**src/stc_pkg.sv**
```systemverilog
// Shared constants and types for the supervisor threshold configuration block.
// Assumes a single 40 MHz clock and a two-wire configuration bus.
package stc_pkg;

   // ***************************************************************
   // Clock and timing
   // ***************************************************************
   localparam int unsigned CLK_PERIOD_NS = 25;
   localparam int unsigned NUM_TIMEOUTS  = 8;
   localparam int unsigned TO_SEL_W      = 3;

   // Output timeouts: 25 us, 1.5625 ms, 6.25 ms, 25 ms, 50 ms, 200 ms, 400 ms, 1.6 s.
   localparam int unsigned TIMEOUT_NS [NUM_TIMEOUTS] = '{
      25000, 1562500, 6250000, 25000000, 50000000, 200000000, 400000000, 1600000000};

   // Least times round up to whole cycles.
   function automatic int unsigned ns_to_cycles(input int unsigned ns);
      return (ns + CLK_PERIOD_NS - 1) / CLK_PERIOD_NS;
   endfunction

   localparam int unsigned TIMEOUT_CYC [NUM_TIMEOUTS] = '{
      ns_to_cycles(TIMEOUT_NS[0]), ns_to_cycles(TIMEOUT_NS[1]),
      ns_to_cycles(TIMEOUT_NS[2]), ns_to_cycles(TIMEOUT_NS[3]),
      ns_to_cycles(TIMEOUT_NS[4]), ns_to_cycles(TIMEOUT_NS[5]),
      ns_to_cycles(TIMEOUT_NS[6]), ns_to_cycles(TIMEOUT_NS[7])};

   // ***************************************************************
   // Register map
   // ***************************************************************
   localparam int unsigned NUM_RAILS     = 8;
   localparam int unsigned NUM_CFG       = 10;
   localparam logic [7:0]  REG_THR_A     = 8'h00;
   localparam logic [7:0]  REG_THR_H     = 8'h07;
   localparam logic [7:0]  REG_SCALE     = 8'h08;
   localparam logic [7:0]  REG_IMPED     = 8'h09;
   localparam logic [7:0]  REG_AUX_POL   = 8'h28;
   localparam logic [7:0]  REG_RAIL_STAT = 8'h2A;
   localparam logic [7:0]  REG_PIN_STAT  = 8'h2B;
   localparam logic [7:0]  CFG_RESET     = 8'h00;
   localparam logic [7:0]  UNMAPPED_DATA = 8'h00;

   // ***************************************************************
   // Serial bus
   // ***************************************************************
   localparam logic [6:0]  DEV_ADDR_DEFAULT = 7'h2C;
   localparam logic [3:0]  BYTE_BITS        = 4'h8;
   localparam logic [3:0]  LAST_TX_BIT      = 4'h7;

   typedef enum logic [2:0] {
      ST_IDLE   = 3'b000,
      ST_RX     = 3'b001,
      ST_RX_ACK = 3'b010,
      ST_TX     = 3'b011,
      ST_TX_ACK = 3'b100
   } stc_bus_state_t;

endpackage

```
**src/stc_threshold_config.sv**
```systemverilog
// Threshold, scale and impedance registers of a multi-rail supervisor, reached
// over a two-wire serial bus, plus auxiliary input polarity and manual reset.
// Assumes one clock; bus pins, manual reset, auxiliary inputs and comparator
// results arrive asynchronously and are synchronised here.

// Contract
// - Register 00h holds the eight-bit threshold code of rail a.
// - Scale bit 0 picks rail a's coarse or fine threshold scale.
// - Registers 01h to 06h hold threshold codes of rails b to g.
// - Scale bits 1 to 6 pick coarse or fine scale for rails b to g.
// - Impedance bits 1 to 6 put rails b to g in high-impedance mode.
// - Register 07h holds the eight-bit threshold code of rail h.
// - Scale bit 7 picks rail h's coarse or fine threshold scale.
// - Impedance bit 7 puts rail h in high-impedance mode.
// - Each auxiliary input has its own programmable active polarity.
// - Asserted auxiliary inputs are offered to outputs, reset and watchdog logic; here they only reach aux_asserted and the pin status register.
// - Low manual reset asserts every sequenced output that depends on it.
// - After manual reset release, outputs stay asserted for their own timeout.
// - Each output timeout is one of eight selectable periods.
// - A rail below threshold presents logic 0 to the output logic.
module stc_threshold_config #(
   parameter logic [6:0]  DEV_ADDR = stc_pkg::DEV_ADDR_DEFAULT,
   parameter int unsigned NUM_AUX  = 4,
   parameter int unsigned NUM_OUT  = 10,
   parameter int unsigned TO_CYC [stc_pkg::NUM_TIMEOUTS] = stc_pkg::TIMEOUT_CYC
) (
   // Clock and reset
   input  wire logic                              clk,
   input  wire logic                              rst,
   // Two-wire configuration bus
   input  wire logic                              scl,
   input  wire logic                              sda_in,
   output logic                                   sda_out,
   output logic                                   sda_oe,
   // Detector configuration towards the analog front end
   output logic [8*stc_pkg::NUM_RAILS-1:0]        rail_threshold_code,
   output logic [stc_pkg::NUM_RAILS-1:0]          rail_scale_select,
   output logic [stc_pkg::NUM_RAILS-1:0]          rail_high_impedance,
   // Detector results
   input  wire logic [stc_pkg::NUM_RAILS-1:0]     comparator_above,
   output logic [stc_pkg::NUM_RAILS-1:0]          rail_ok,
   // Auxiliary logic inputs
   input  wire logic [NUM_AUX-1:0]                aux_logic_inputs,
   output logic [NUM_AUX-1:0]                     aux_asserted,
   // Manual reset and sequenced outputs
   input  wire logic                              manual_reset_n,
   input  wire logic [NUM_OUT-1:0]                mr_dependency,
   input  wire logic [stc_pkg::TO_SEL_W*NUM_OUT-1:0] timeout_select,
   output logic [NUM_OUT-1:0]                     sequenced_outputs
);

   // ***************************************************************
   // Input synchronisers
   // ***************************************************************
   localparam int unsigned SW = 3 + NUM_AUX + stc_pkg::NUM_RAILS;
   localparam logic [SW-1:0] SYNC_IDLE = {3'b111, {(SW-3){1'b0}}};

   logic [SW-1:0] sync1_q;
   logic [SW-1:0] sync2_q;
   logic [SW-1:0] sync3_q;
   logic [SW-1:0] filt_q;
   logic          scl_f;
   logic          sda_f;
   logic          mr_n_f;
   logic          scl_prev_q;
   logic          sda_prev_q;

   // A bit changes once the second and third stages agree.
   always_ff @(posedge clk or posedge rst) begin
      if (rst) begin
         sync1_q <= SYNC_IDLE;
         sync2_q <= SYNC_IDLE;
         sync3_q <= SYNC_IDLE;
         filt_q  <= SYNC_IDLE;
      end else begin
         sync1_q <= {scl, sda_in, manual_reset_n, aux_logic_inputs, comparator_above};
         sync2_q <= sync1_q;
         sync3_q <= sync2_q;
         filt_q  <= (sync2_q & ~(sync2_q ^ sync3_q)) | (filt_q & (sync2_q ^ sync3_q));
      end
   end

   assign scl_f  = filt_q[SW-1];
   assign sda_f  = filt_q[SW-2];
   assign mr_n_f = filt_q[SW-3];

   always_ff @(posedge clk or posedge rst) begin
      if (rst) begin
         scl_prev_q <= 1'b1;
         sda_prev_q <= 1'b1;
      end else begin
         scl_prev_q <= scl_f;
         sda_prev_q <= sda_f;
      end
   end

   logic scl_rise;
   logic scl_fall;
   logic start_ev;
   logic stop_ev;
   assign scl_rise = scl_f & ~scl_prev_q;
   assign scl_fall = ~scl_f & scl_prev_q;
   assign start_ev = scl_f & scl_prev_q & sda_prev_q & ~sda_f;
   assign stop_ev  = scl_f & scl_prev_q & ~sda_prev_q & sda_f;

   // ***************************************************************
   // Register file
   // ***************************************************************
   logic [7:0]         cfg_q [stc_pkg::NUM_CFG];
   logic [NUM_AUX-1:0] pol_q;
   logic [NUM_AUX-1:0] aux_asserted_q;
   logic [stc_pkg::NUM_RAILS-1:0] rail_ok_q;
   logic               wr_stb_q;
   logic [7:0]         wr_addr_q;
   logic [7:0]         wr_data_q;

   always_ff @(posedge clk or posedge rst) begin
      if (rst) begin
         for (int i = 0; i < stc_pkg::NUM_CFG; i++) begin
            cfg_q[i] <= stc_pkg::CFG_RESET;
         end
         pol_q <= '0;
      end else if (wr_stb_q) begin
         if (wr_addr_q <= stc_pkg::REG_IMPED) begin
            cfg_q[wr_addr_q[3:0]] <= wr_data_q;
         end
         if (wr_addr_q == stc_pkg::REG_AUX_POL) begin
            pol_q <= wr_data_q[NUM_AUX-1:0];
         end
      end
   end

   // Threshold codes, scale and impedance bits steer the analog detectors.
   always_comb begin
      for (int i = 0; i < stc_pkg::NUM_RAILS; i++) begin
         rail_threshold_code[8*i +: 8] = cfg_q[i];
      end
   end
   assign rail_scale_select   = cfg_q[stc_pkg::REG_SCALE[3:0]];
   assign rail_high_impedance = cfg_q[stc_pkg::REG_IMPED[3:0]];

   // ***************************************************************
   // Detector results and auxiliary inputs
   // ***************************************************************
   always_ff @(posedge clk or posedge rst) begin
      if (rst) begin
         rail_ok_q      <= '0;
         aux_asserted_q <= '0;
      end else begin
         rail_ok_q      <= filt_q[stc_pkg::NUM_RAILS-1:0];
         aux_asserted_q <= filt_q[stc_pkg::NUM_RAILS +: NUM_AUX] ~^ pol_q;
      end
   end
   assign rail_ok      = rail_ok_q;
   assign aux_asserted = aux_asserted_q;

   // ***************************************************************
   // Manual reset hold
   // ***************************************************************
   logic [NUM_OUT-1:0] hold_q;
   logic [31:0]        cnt_q [NUM_OUT];

   // The timeout reloads while manual reset is low and runs after release.
   always_ff @(posedge clk or posedge rst) begin
      if (rst) begin
         hold_q <= '0;
         for (int i = 0; i < NUM_OUT; i++) begin
            cnt_q[i] <= '0;
         end
      end else begin
         for (int i = 0; i < NUM_OUT; i++) begin
            if (!mr_n_f && mr_dependency[i]) begin
               hold_q[i] <= 1'b1;
               cnt_q[i]  <= TO_CYC[timeout_select[stc_pkg::TO_SEL_W*i +: stc_pkg::TO_SEL_W]];
            end else if (hold_q[i]) begin
               if (cnt_q[i] == '0) begin
                  hold_q[i] <= 1'b0;
               end else begin
                  cnt_q[i] <= cnt_q[i] - 32'h1;
               end
            end
         end
      end
   end
   assign sequenced_outputs = hold_q;

   // ***************************************************************
   // Serial bus slave
   // ***************************************************************
   stc_pkg::stc_bus_state_t state_q;
   logic [3:0] bit_q;
   logic [7:0] shift_q;
   logic [7:0] ptr_q;
   logic       first_q;
   logic       have_ptr_q;
   logic       rw_q;
   logic       nack_q;
   logic       sda_oe_q;
   logic [7:0] tx_byte;
   // Read data is decoded in a process so that register changes reach it directly.
   always_comb begin
      tx_byte = stc_pkg::UNMAPPED_DATA;
      if (ptr_q <= stc_pkg::REG_IMPED) begin
         tx_byte = cfg_q[ptr_q[3:0]];
      end else if (ptr_q == stc_pkg::REG_AUX_POL) begin
         tx_byte[NUM_AUX-1:0] = pol_q;
      end else if (ptr_q == stc_pkg::REG_RAIL_STAT) begin
         tx_byte = rail_ok_q;
      end else if (ptr_q == stc_pkg::REG_PIN_STAT) begin
         tx_byte[NUM_AUX]     = mr_n_f;
         tx_byte[NUM_AUX-1:0] = aux_asserted_q;
      end
   end

   // Open drain: the line is only ever pulled low.
   assign sda_out = 1'b0;
   assign sda_oe  = sda_oe_q;

   always_ff @(posedge clk or posedge rst) begin
      if (rst) begin
         state_q    <= stc_pkg::ST_IDLE;
         bit_q      <= '0;
         shift_q    <= '0;
         ptr_q      <= '0;
         first_q    <= 1'b0;
         have_ptr_q <= 1'b0;
         rw_q       <= 1'b0;
         nack_q     <= 1'b0;
         sda_oe_q   <= 1'b0;
         wr_stb_q   <= 1'b0;
         wr_addr_q  <= '0;
         wr_data_q  <= '0;
      end else begin
         wr_stb_q <= 1'b0;
         if (start_ev) begin
            state_q    <= stc_pkg::ST_RX;
            bit_q      <= '0;
            first_q    <= 1'b1;
            have_ptr_q <= 1'b0;
            sda_oe_q   <= 1'b0;
         end else if (stop_ev) begin
            state_q  <= stc_pkg::ST_IDLE;
            sda_oe_q <= 1'b0;
         end else begin
            unique case (state_q)
               stc_pkg::ST_IDLE: begin
                  sda_oe_q <= 1'b0;
               end
               stc_pkg::ST_RX: begin
                  if (scl_rise) begin
                     shift_q <= {shift_q[6:0], sda_f};
                     bit_q   <= bit_q + 4'h1;
                  end else if (scl_fall && bit_q == stc_pkg::BYTE_BITS) begin
                     bit_q <= '0;
                     if (first_q && shift_q[7:1] != DEV_ADDR) begin
                        state_q <= stc_pkg::ST_IDLE;
                     end else begin
                        state_q  <= stc_pkg::ST_RX_ACK;
                        sda_oe_q <= 1'b1;
                        if (first_q) begin
                           rw_q    <= shift_q[0];
                           first_q <= 1'b0;
                        end else if (!have_ptr_q) begin
                           ptr_q      <= shift_q;
                           have_ptr_q <= 1'b1;
                        end else begin
                           wr_stb_q  <= 1'b1;
                           wr_addr_q <= ptr_q;
                           wr_data_q <= shift_q;
                           ptr_q     <= ptr_q + 8'h01;
                        end
                     end
                  end
               end
               stc_pkg::ST_RX_ACK: begin
                  if (scl_fall) begin
                     if (rw_q) begin
                        shift_q  <= tx_byte;
                        sda_oe_q <= ~tx_byte[7];
                        ptr_q    <= ptr_q + 8'h01;
                        state_q  <= stc_pkg::ST_TX;
                     end else begin
                        sda_oe_q <= 1'b0;
                        state_q  <= stc_pkg::ST_RX;
                     end
                  end
               end
               stc_pkg::ST_TX: begin
                  if (scl_fall) begin
                     if (bit_q == stc_pkg::LAST_TX_BIT) begin
                        bit_q    <= '0;
                        sda_oe_q <= 1'b0;
                        state_q  <= stc_pkg::ST_TX_ACK;
                     end else begin
                        shift_q  <= {shift_q[6:0], 1'b0};
                        sda_oe_q <= ~shift_q[6];
                        bit_q    <= bit_q + 4'h1;
                     end
                  end
               end
               stc_pkg::ST_TX_ACK: begin
                  if (scl_rise) begin
                     nack_q <= sda_f;
                  end else if (scl_fall) begin
                     if (nack_q) begin
                        state_q <= stc_pkg::ST_IDLE;
                     end else begin
                        shift_q  <= tx_byte;
                        sda_oe_q <= ~tx_byte[7];
                        ptr_q    <= ptr_q + 8'h01;
                        state_q  <= stc_pkg::ST_TX;
                     end
                  end
               end
               default: begin
                  state_q <= stc_pkg::ST_IDLE;
               end
            endcase
         end
      end
   end
endmodule

```
**config.mk**
```make
export PLATFORM = sky130hd
export DESIGN_NAME = stc_threshold_config
export DESIGN_NICKNAME = d
export VERILOG_FILES = /design/src/stc_pkg.sv /design/src/stc_threshold_config.sv
export SDC_FILE = /design/constraint.sdc
export NUM_CORES = 2
export LEC_CHECK = 0
export BUFFER_PORTS_ARGS = -buffer_cell sky130_fd_sc_hd__clkbuf_2
export CAP_MARGIN = 40
export CORE_MARGIN = 3
export CORE_UTILIZATION = 50
export CTS_CLUSTER_DIAMETER = 80
export DETAILED_ROUTE_END_ITERATION = 16
export PLACE_DENSITY = 0.73
export SYNTH_ARGS = -nofsm -noshare
export SYNTH_HDL_FRONTEND = slang
export SYNTH_SLANG_ARGS = --single-unit
```
**constraint.sdc**
```tcl
create_clock -name clk -period 13.55 [get_ports clk]
set_input_delay 0 -clock clk [delete_from_list [all_inputs] [get_ports clk]]
set_output_delay 0 -clock clk [all_outputs]
set_load 0.02 [all_outputs]
```
==> flow_summary.html <==
<table>
<tr><th>Metric</th><th>Value</th></tr>
<tr><th colspan="2">Clock tree</th></tr>
<tr><td>Sinks on Clock Net</td><td>533</td></tr>
<tr><td>CTS Hold Bufs</td><td>91</td></tr>
<tr><td>TritonCTS clock tree</td><td>yes</td></tr>
<tr><td>Post-CTS setup buffers</td><td>0</td></tr>
<tr><td>Worst-Skew Late Latency</td><td>610 ps</td></tr>
<tr><td>Number of buffers added by the clock tree synthesis step</td><td>58</td></tr>
<tr><td>Buffer cell driving the clock tree root</td><td>clkbuf_16</td></tr>
<tr><td>Max H-tree Level</td><td>2</td></tr>
<tr><td>Quantity of gates resized following cts</td><td>0</td></tr>
<tr><td>Buffer levels on the longest clock path</td><td>3</td></tr>
<tr><td>CTS clk-pin slew, worst paths</td><td>60 ps</td></tr>
<tr><th colspan="2">Critical path</th></tr>
<tr><td>Worst EP arrival</td><td>4110 ps</td></tr>
<tr><td>WP data required</td><td>14080 ps</td></tr>
<tr><td>Kind of start point of the critical path</td><td>flop</td></tr>
<tr><td>Max FO, Critical Path</td><td>7</td></tr>
<tr><td>Startpoint of the most critical setup path</td><td>cnt_q[271]</td></tr>
<tr><td>Type of the setup path with the least slack</td><td>reg2reg</td></tr>
<tr><td>Endpoint type of the worst setup path</td><td>flop</td></tr>
<tr><td>Launch point of the worst reg-to-reg path</td><td>cnt_q[271]</td></tr>
<tr><th colspan="2">STA</th></tr>
<tr><td>RSZ-0062 raised after global routing</td><td>no</td></tr>
<tr><td>Hold Fails Final Rpt</td><td>0</td></tr>
<tr><td>Final setup vio count</td><td>0</td></tr>
<tr><td>Relative slew margins</td><td>32.5%</td></tr>
<tr><td>Total negative setup slack</td><td>0 ps</td></tr>
<tr><td>Clock skew after layout</td><td>16.5 ps</td></tr>
<tr><td>Portion of the clock cycle consumed by the worst path in the final layout</td><td>26.4%</td></tr>
<tr><td>Slew at the pin with the worst max-slew slack</td><td>1010 ps</td></tr>
<tr><td>Fmax</td><td>0.279 GHz</td></tr>
<tr><td>Smallest setup slack after layout</td><td>9970 ps</td></tr>
<tr><td>Crit path time final</td><td>3580 ps</td></tr>
<tr><td>Number of pins with negative max-slew slack in the final report</td><td>0</td></tr>
<tr><th colspan="2">GRT</th></tr>
<tr><td>Overflow left after global routing</td><td>0</td></tr>
<tr><td>Number of global-route vias before repair</td><td>23000</td></tr>
<tr><td>Number of antenna violations at the first check in global routing</td><td>2</td></tr>
<tr><td>Total GRT Usage</td><td>23.0%</td></tr>
<tr><td>Wire length of the first global-routing pass</td><td>116 mm</td></tr>
<tr><td>Pin count of the biggest net entering global routing</td><td>180</td></tr>
<tr><th colspan="2">Power</th></tr>
<tr><td>Leakage power figure</td><td>14.0 nW</td></tr>
<tr><td>PwrDens</td><td>148 nW/um^2</td></tr>
<tr><td>IR drop worst, VDD</td><td>102 uV</td></tr>
<tr><td>Total chip power</td><td>4.91 mW</td></tr>
<tr><th colspan="2">Worst hold path</th></tr>
<tr><td>Startpoint of the tightest hold check path</td><td>aux_logic_inputs[2]</td></tr>
<tr><td>Class of the most critical hold timing path</td><td>in2reg</td></tr>
<tr><th colspan="2">Layout</th></tr>
<tr><td>Fillcell total</td><td>4594</td></tr>
<tr><td>Top library cells by usage in the layout, fill and taps aside</td><td>dfrtp_1, nor2_1, a21oi_1, nand2_1, clkbuf_2</td></tr>
<tr><td>Nets</td><td>3246</td></tr>
<tr><td>Fraction of final layout cells with drive strength greater than 1</td><td>15.7%</td></tr>
<tr><td>Area used by multi-input combinational logic</td><td>14500 sq um</td></tr>
<tr><td>Most common cell after layout, fill and taps aside</td><td>dfrtp_1</td></tr>
<tr><td>Non-filler instance count after layout</td><td>3898</td></tr>
<tr><td>Area added between synthesis and finish</td><td>15.8%</td></tr>
<tr><td>Sequential cell area</td><td>13400 sq um</td></tr>
<tr><td>Utilization after layout</td><td>58.7%</td></tr>
<tr><th colspan="2">Yosys</th></tr>
<tr><td>Largest cells by area after synthesis</td><td>dfrtp_1, ha_1, xor2_1, mux2_2, xnor2_1</td></tr>
<tr><td>Leading register cell type out of synthesis</td><td>dfrtp_1</td></tr>
<tr><td>Warning count from the yosys run</td><td>0</td></tr>
<tr><td>Average cell area after synthesis</td><td>9.93 sq um</td></tr>
<tr><td>Fraction of registers with async set/reset</td><td>100%</td></tr>
<tr><td>Share of Yosys cell area claimed by the top area cell type</td><td>45.3%</td></tr>
<tr><td>Sequential element share of the synthesized area</td><td>46.6%</td></tr>
<tr><td>Yosys top cell by area</td><td>dfrtp_1</td></tr>
<tr><td>Netlist area before placement</td><td>28600 sq um</td></tr>
<tr><td>Unique cell type count in the Yosys netlist</td><td>87</td></tr>
<tr><td>Post-Synthesis Net Count</td><td>3040</td></tr>
<tr><td>Register bit total from synthesis</td><td>533</td></tr>
<tr><td>Mapped Cells</td><td>2886</td></tr>
<tr><td>EDFF count, synth</td><td>0</td></tr>
<tr><th colspan="2">Die</th></tr>
<tr><td>Row cnt</td><td>87</td></tr>
<tr><td>Area enclosed by the die boundary</td><td>60200 sq um</td></tr>
<tr><td>Starting density of the core</td><td>50.7%</td></tr>
<tr><td>Vertical die dimension</td><td>245 um</td></tr>
<tr><td>Core outline area</td><td>56500 sq um</td></tr>
<tr><td>Ports placed on the boundary</td><td>161</td></tr>
<tr><td>Floorplan die width</td><td>245 um</td></tr>
<tr><th colspan="2">Drt</th></tr>
<tr><td>Detailed router's first-iteration violation count</td><td>1778</td></tr>
<tr><td>Via count</td><td>23000</td></tr>
<tr><td>Final wirelength</td><td>69.7 mm</td></tr>
<tr><td>Average routed wire per standard cell</td><td>17.9 um</td></tr>
<tr><td>Via density per instance</td><td>5.90</td></tr>
<tr><td>First-pass iteration count of the detailed router</td><td>5</td></tr>
<tr><td>Drc violations</td><td>0</td></tr>
<tr><td>Count of antenna-violating nets left after detailed routing</td><td>0</td></tr>
<tr><th colspan="2">Flow run</th></tr>
<tr><td>Maximum Capacitance Violations</td><td>0</td></tr>
<tr><th colspan="2">Placement</th></tr>
<tr><td>RD Place Congestion</td><td>0.902</td></tr>
<tr><td>Number of buffer cells added on primary ports</td><td>159</td></tr>
<tr><td>Number of cells in the design after placement</td><td>3697</td></tr>
<tr><td>Place WS</td><td>10380 ps</td></tr>
<tr><td>Sum of net half-perimeters after detailed placement</td><td>48.0 mm</td></tr>
<tr><th colspan="2">Status</th></tr>
<tr><td>Outcome</td><td>finished clean</td></tr>
</table>
critical path, stage by stage, from the launching register on:
cell	delay, ps
dfrtp_1	410
or4_1	600
or4_1	480
o41ai_1	800
buf_4	280
nor4_1	70
xnor2_1	120
o21ai_0	170
dlygate4sd3_1	580
state kept, by name (all words and copies together), names as in the netlist, 3 cells and up, named ones only:
register and flops:
rail_threshold_code 64, shift_q 8, sequenced_outputs 10, rail_scale_select 8, rail_high_impedance 8, aux_asserted 4
wr_addr_q 8, bit_q 4, cnt_q 320, wr_data_q 8, pol_q 4, rail_ok 8
sync2_q 15, ptr_q 8, state_q 3, sync3_q 15, sync1_q 15
cell type report:
type	count	share of cell area, %
clock inverters	31	1.22
diodes	2	0.0151
multi-input cells	2145	43.7
inverters	73	0.837
clock buffers	77	4.93
flip-flops and latches	533	40.3
repair buffers	281	6.17
well taps	756	2.85
power breakdown:
part,switching [mW],internal (mW),leakage (nW)
Clock,0.660,1.02,1.00
Combinational,0.574,0.477,6.34
Sequential,0.335,1.85,6.65
Total,1.57,3.34,14.0
cells in the mapped netlist, types with 15 or more instances:
cell type and n:
nand3b_1 17, xnor2_1 133, maj3_1 15, mux2_2 104
a211oi_1 34, nand2_1 199, xor2_1 134, dfrtp_1 519
mux2i_1 21, nand3_1 83, o21ai_0 128, nand4_1 30
nor3_1 85, or3_1 66, nor2_1 266, ha_1 97
mux4_2 16, nand2b_1 33, a31oi_1 28, a21oi_1 215
inv_1 73, nand4b_1 27, nor2b_1 45, or2_2 22
clkbuf_1 117, nor4_1 96, or4_1 45
path summary, 6_finish.rpt:
kind / to / cells past startpoint / slack (ps)
worst max-delay path: cnt_q[276] / 8 / 9970
worst min-delay path: sync1_q[10] / 2 / 50
worst max register to register: cnt_q[276] / 8 / 9970
worst min register to register: sync2_q[6] / 0 / 350
max in group asynchronous: ptr_q[0] / 6 / 10870
min in group asynchronous: cnt_q[143] / 4 / 590
through the flow:
stage                     hold slack, ps  cell area [sq um]
after floorplan                     4.48              28700
after global placement              38.3              30000
after detailed placement            48.0              30200
after CTS                           6.88              33200
after global routing                36.9              33200
final                               47.4              33200
routing by layer:
metal  vias up  track usage [%]  part of all wire (%)
met5         -                0                     0
met4         0             7.33                   2.5
met3       130             3.09                   5.0
met2       663             39.6                    49
met1     11400             30.2                    43
li1      10800                -                     -
cells by family (layout without fill, tap and decap cells):
kind of cell | count (synthesis) | count (layout) | synth area share (%)
AOI/OAI and AO/OA | 522 | 522 | 11.0
xor gates and xnor gates | 267 | 267 | 8.16
adders and majority gates | 112 | 112 | 4.76
muxes | 141 | 141 | 6.08
and+or+nand+nor | 1102 | 1102 | 20.6
other | 1 | 3 | 0.0131
DFF | 533 | 533 | 46.6
buffers and inverters | 208 | 462 | 2.80
(Power assumes the default switching activity.)
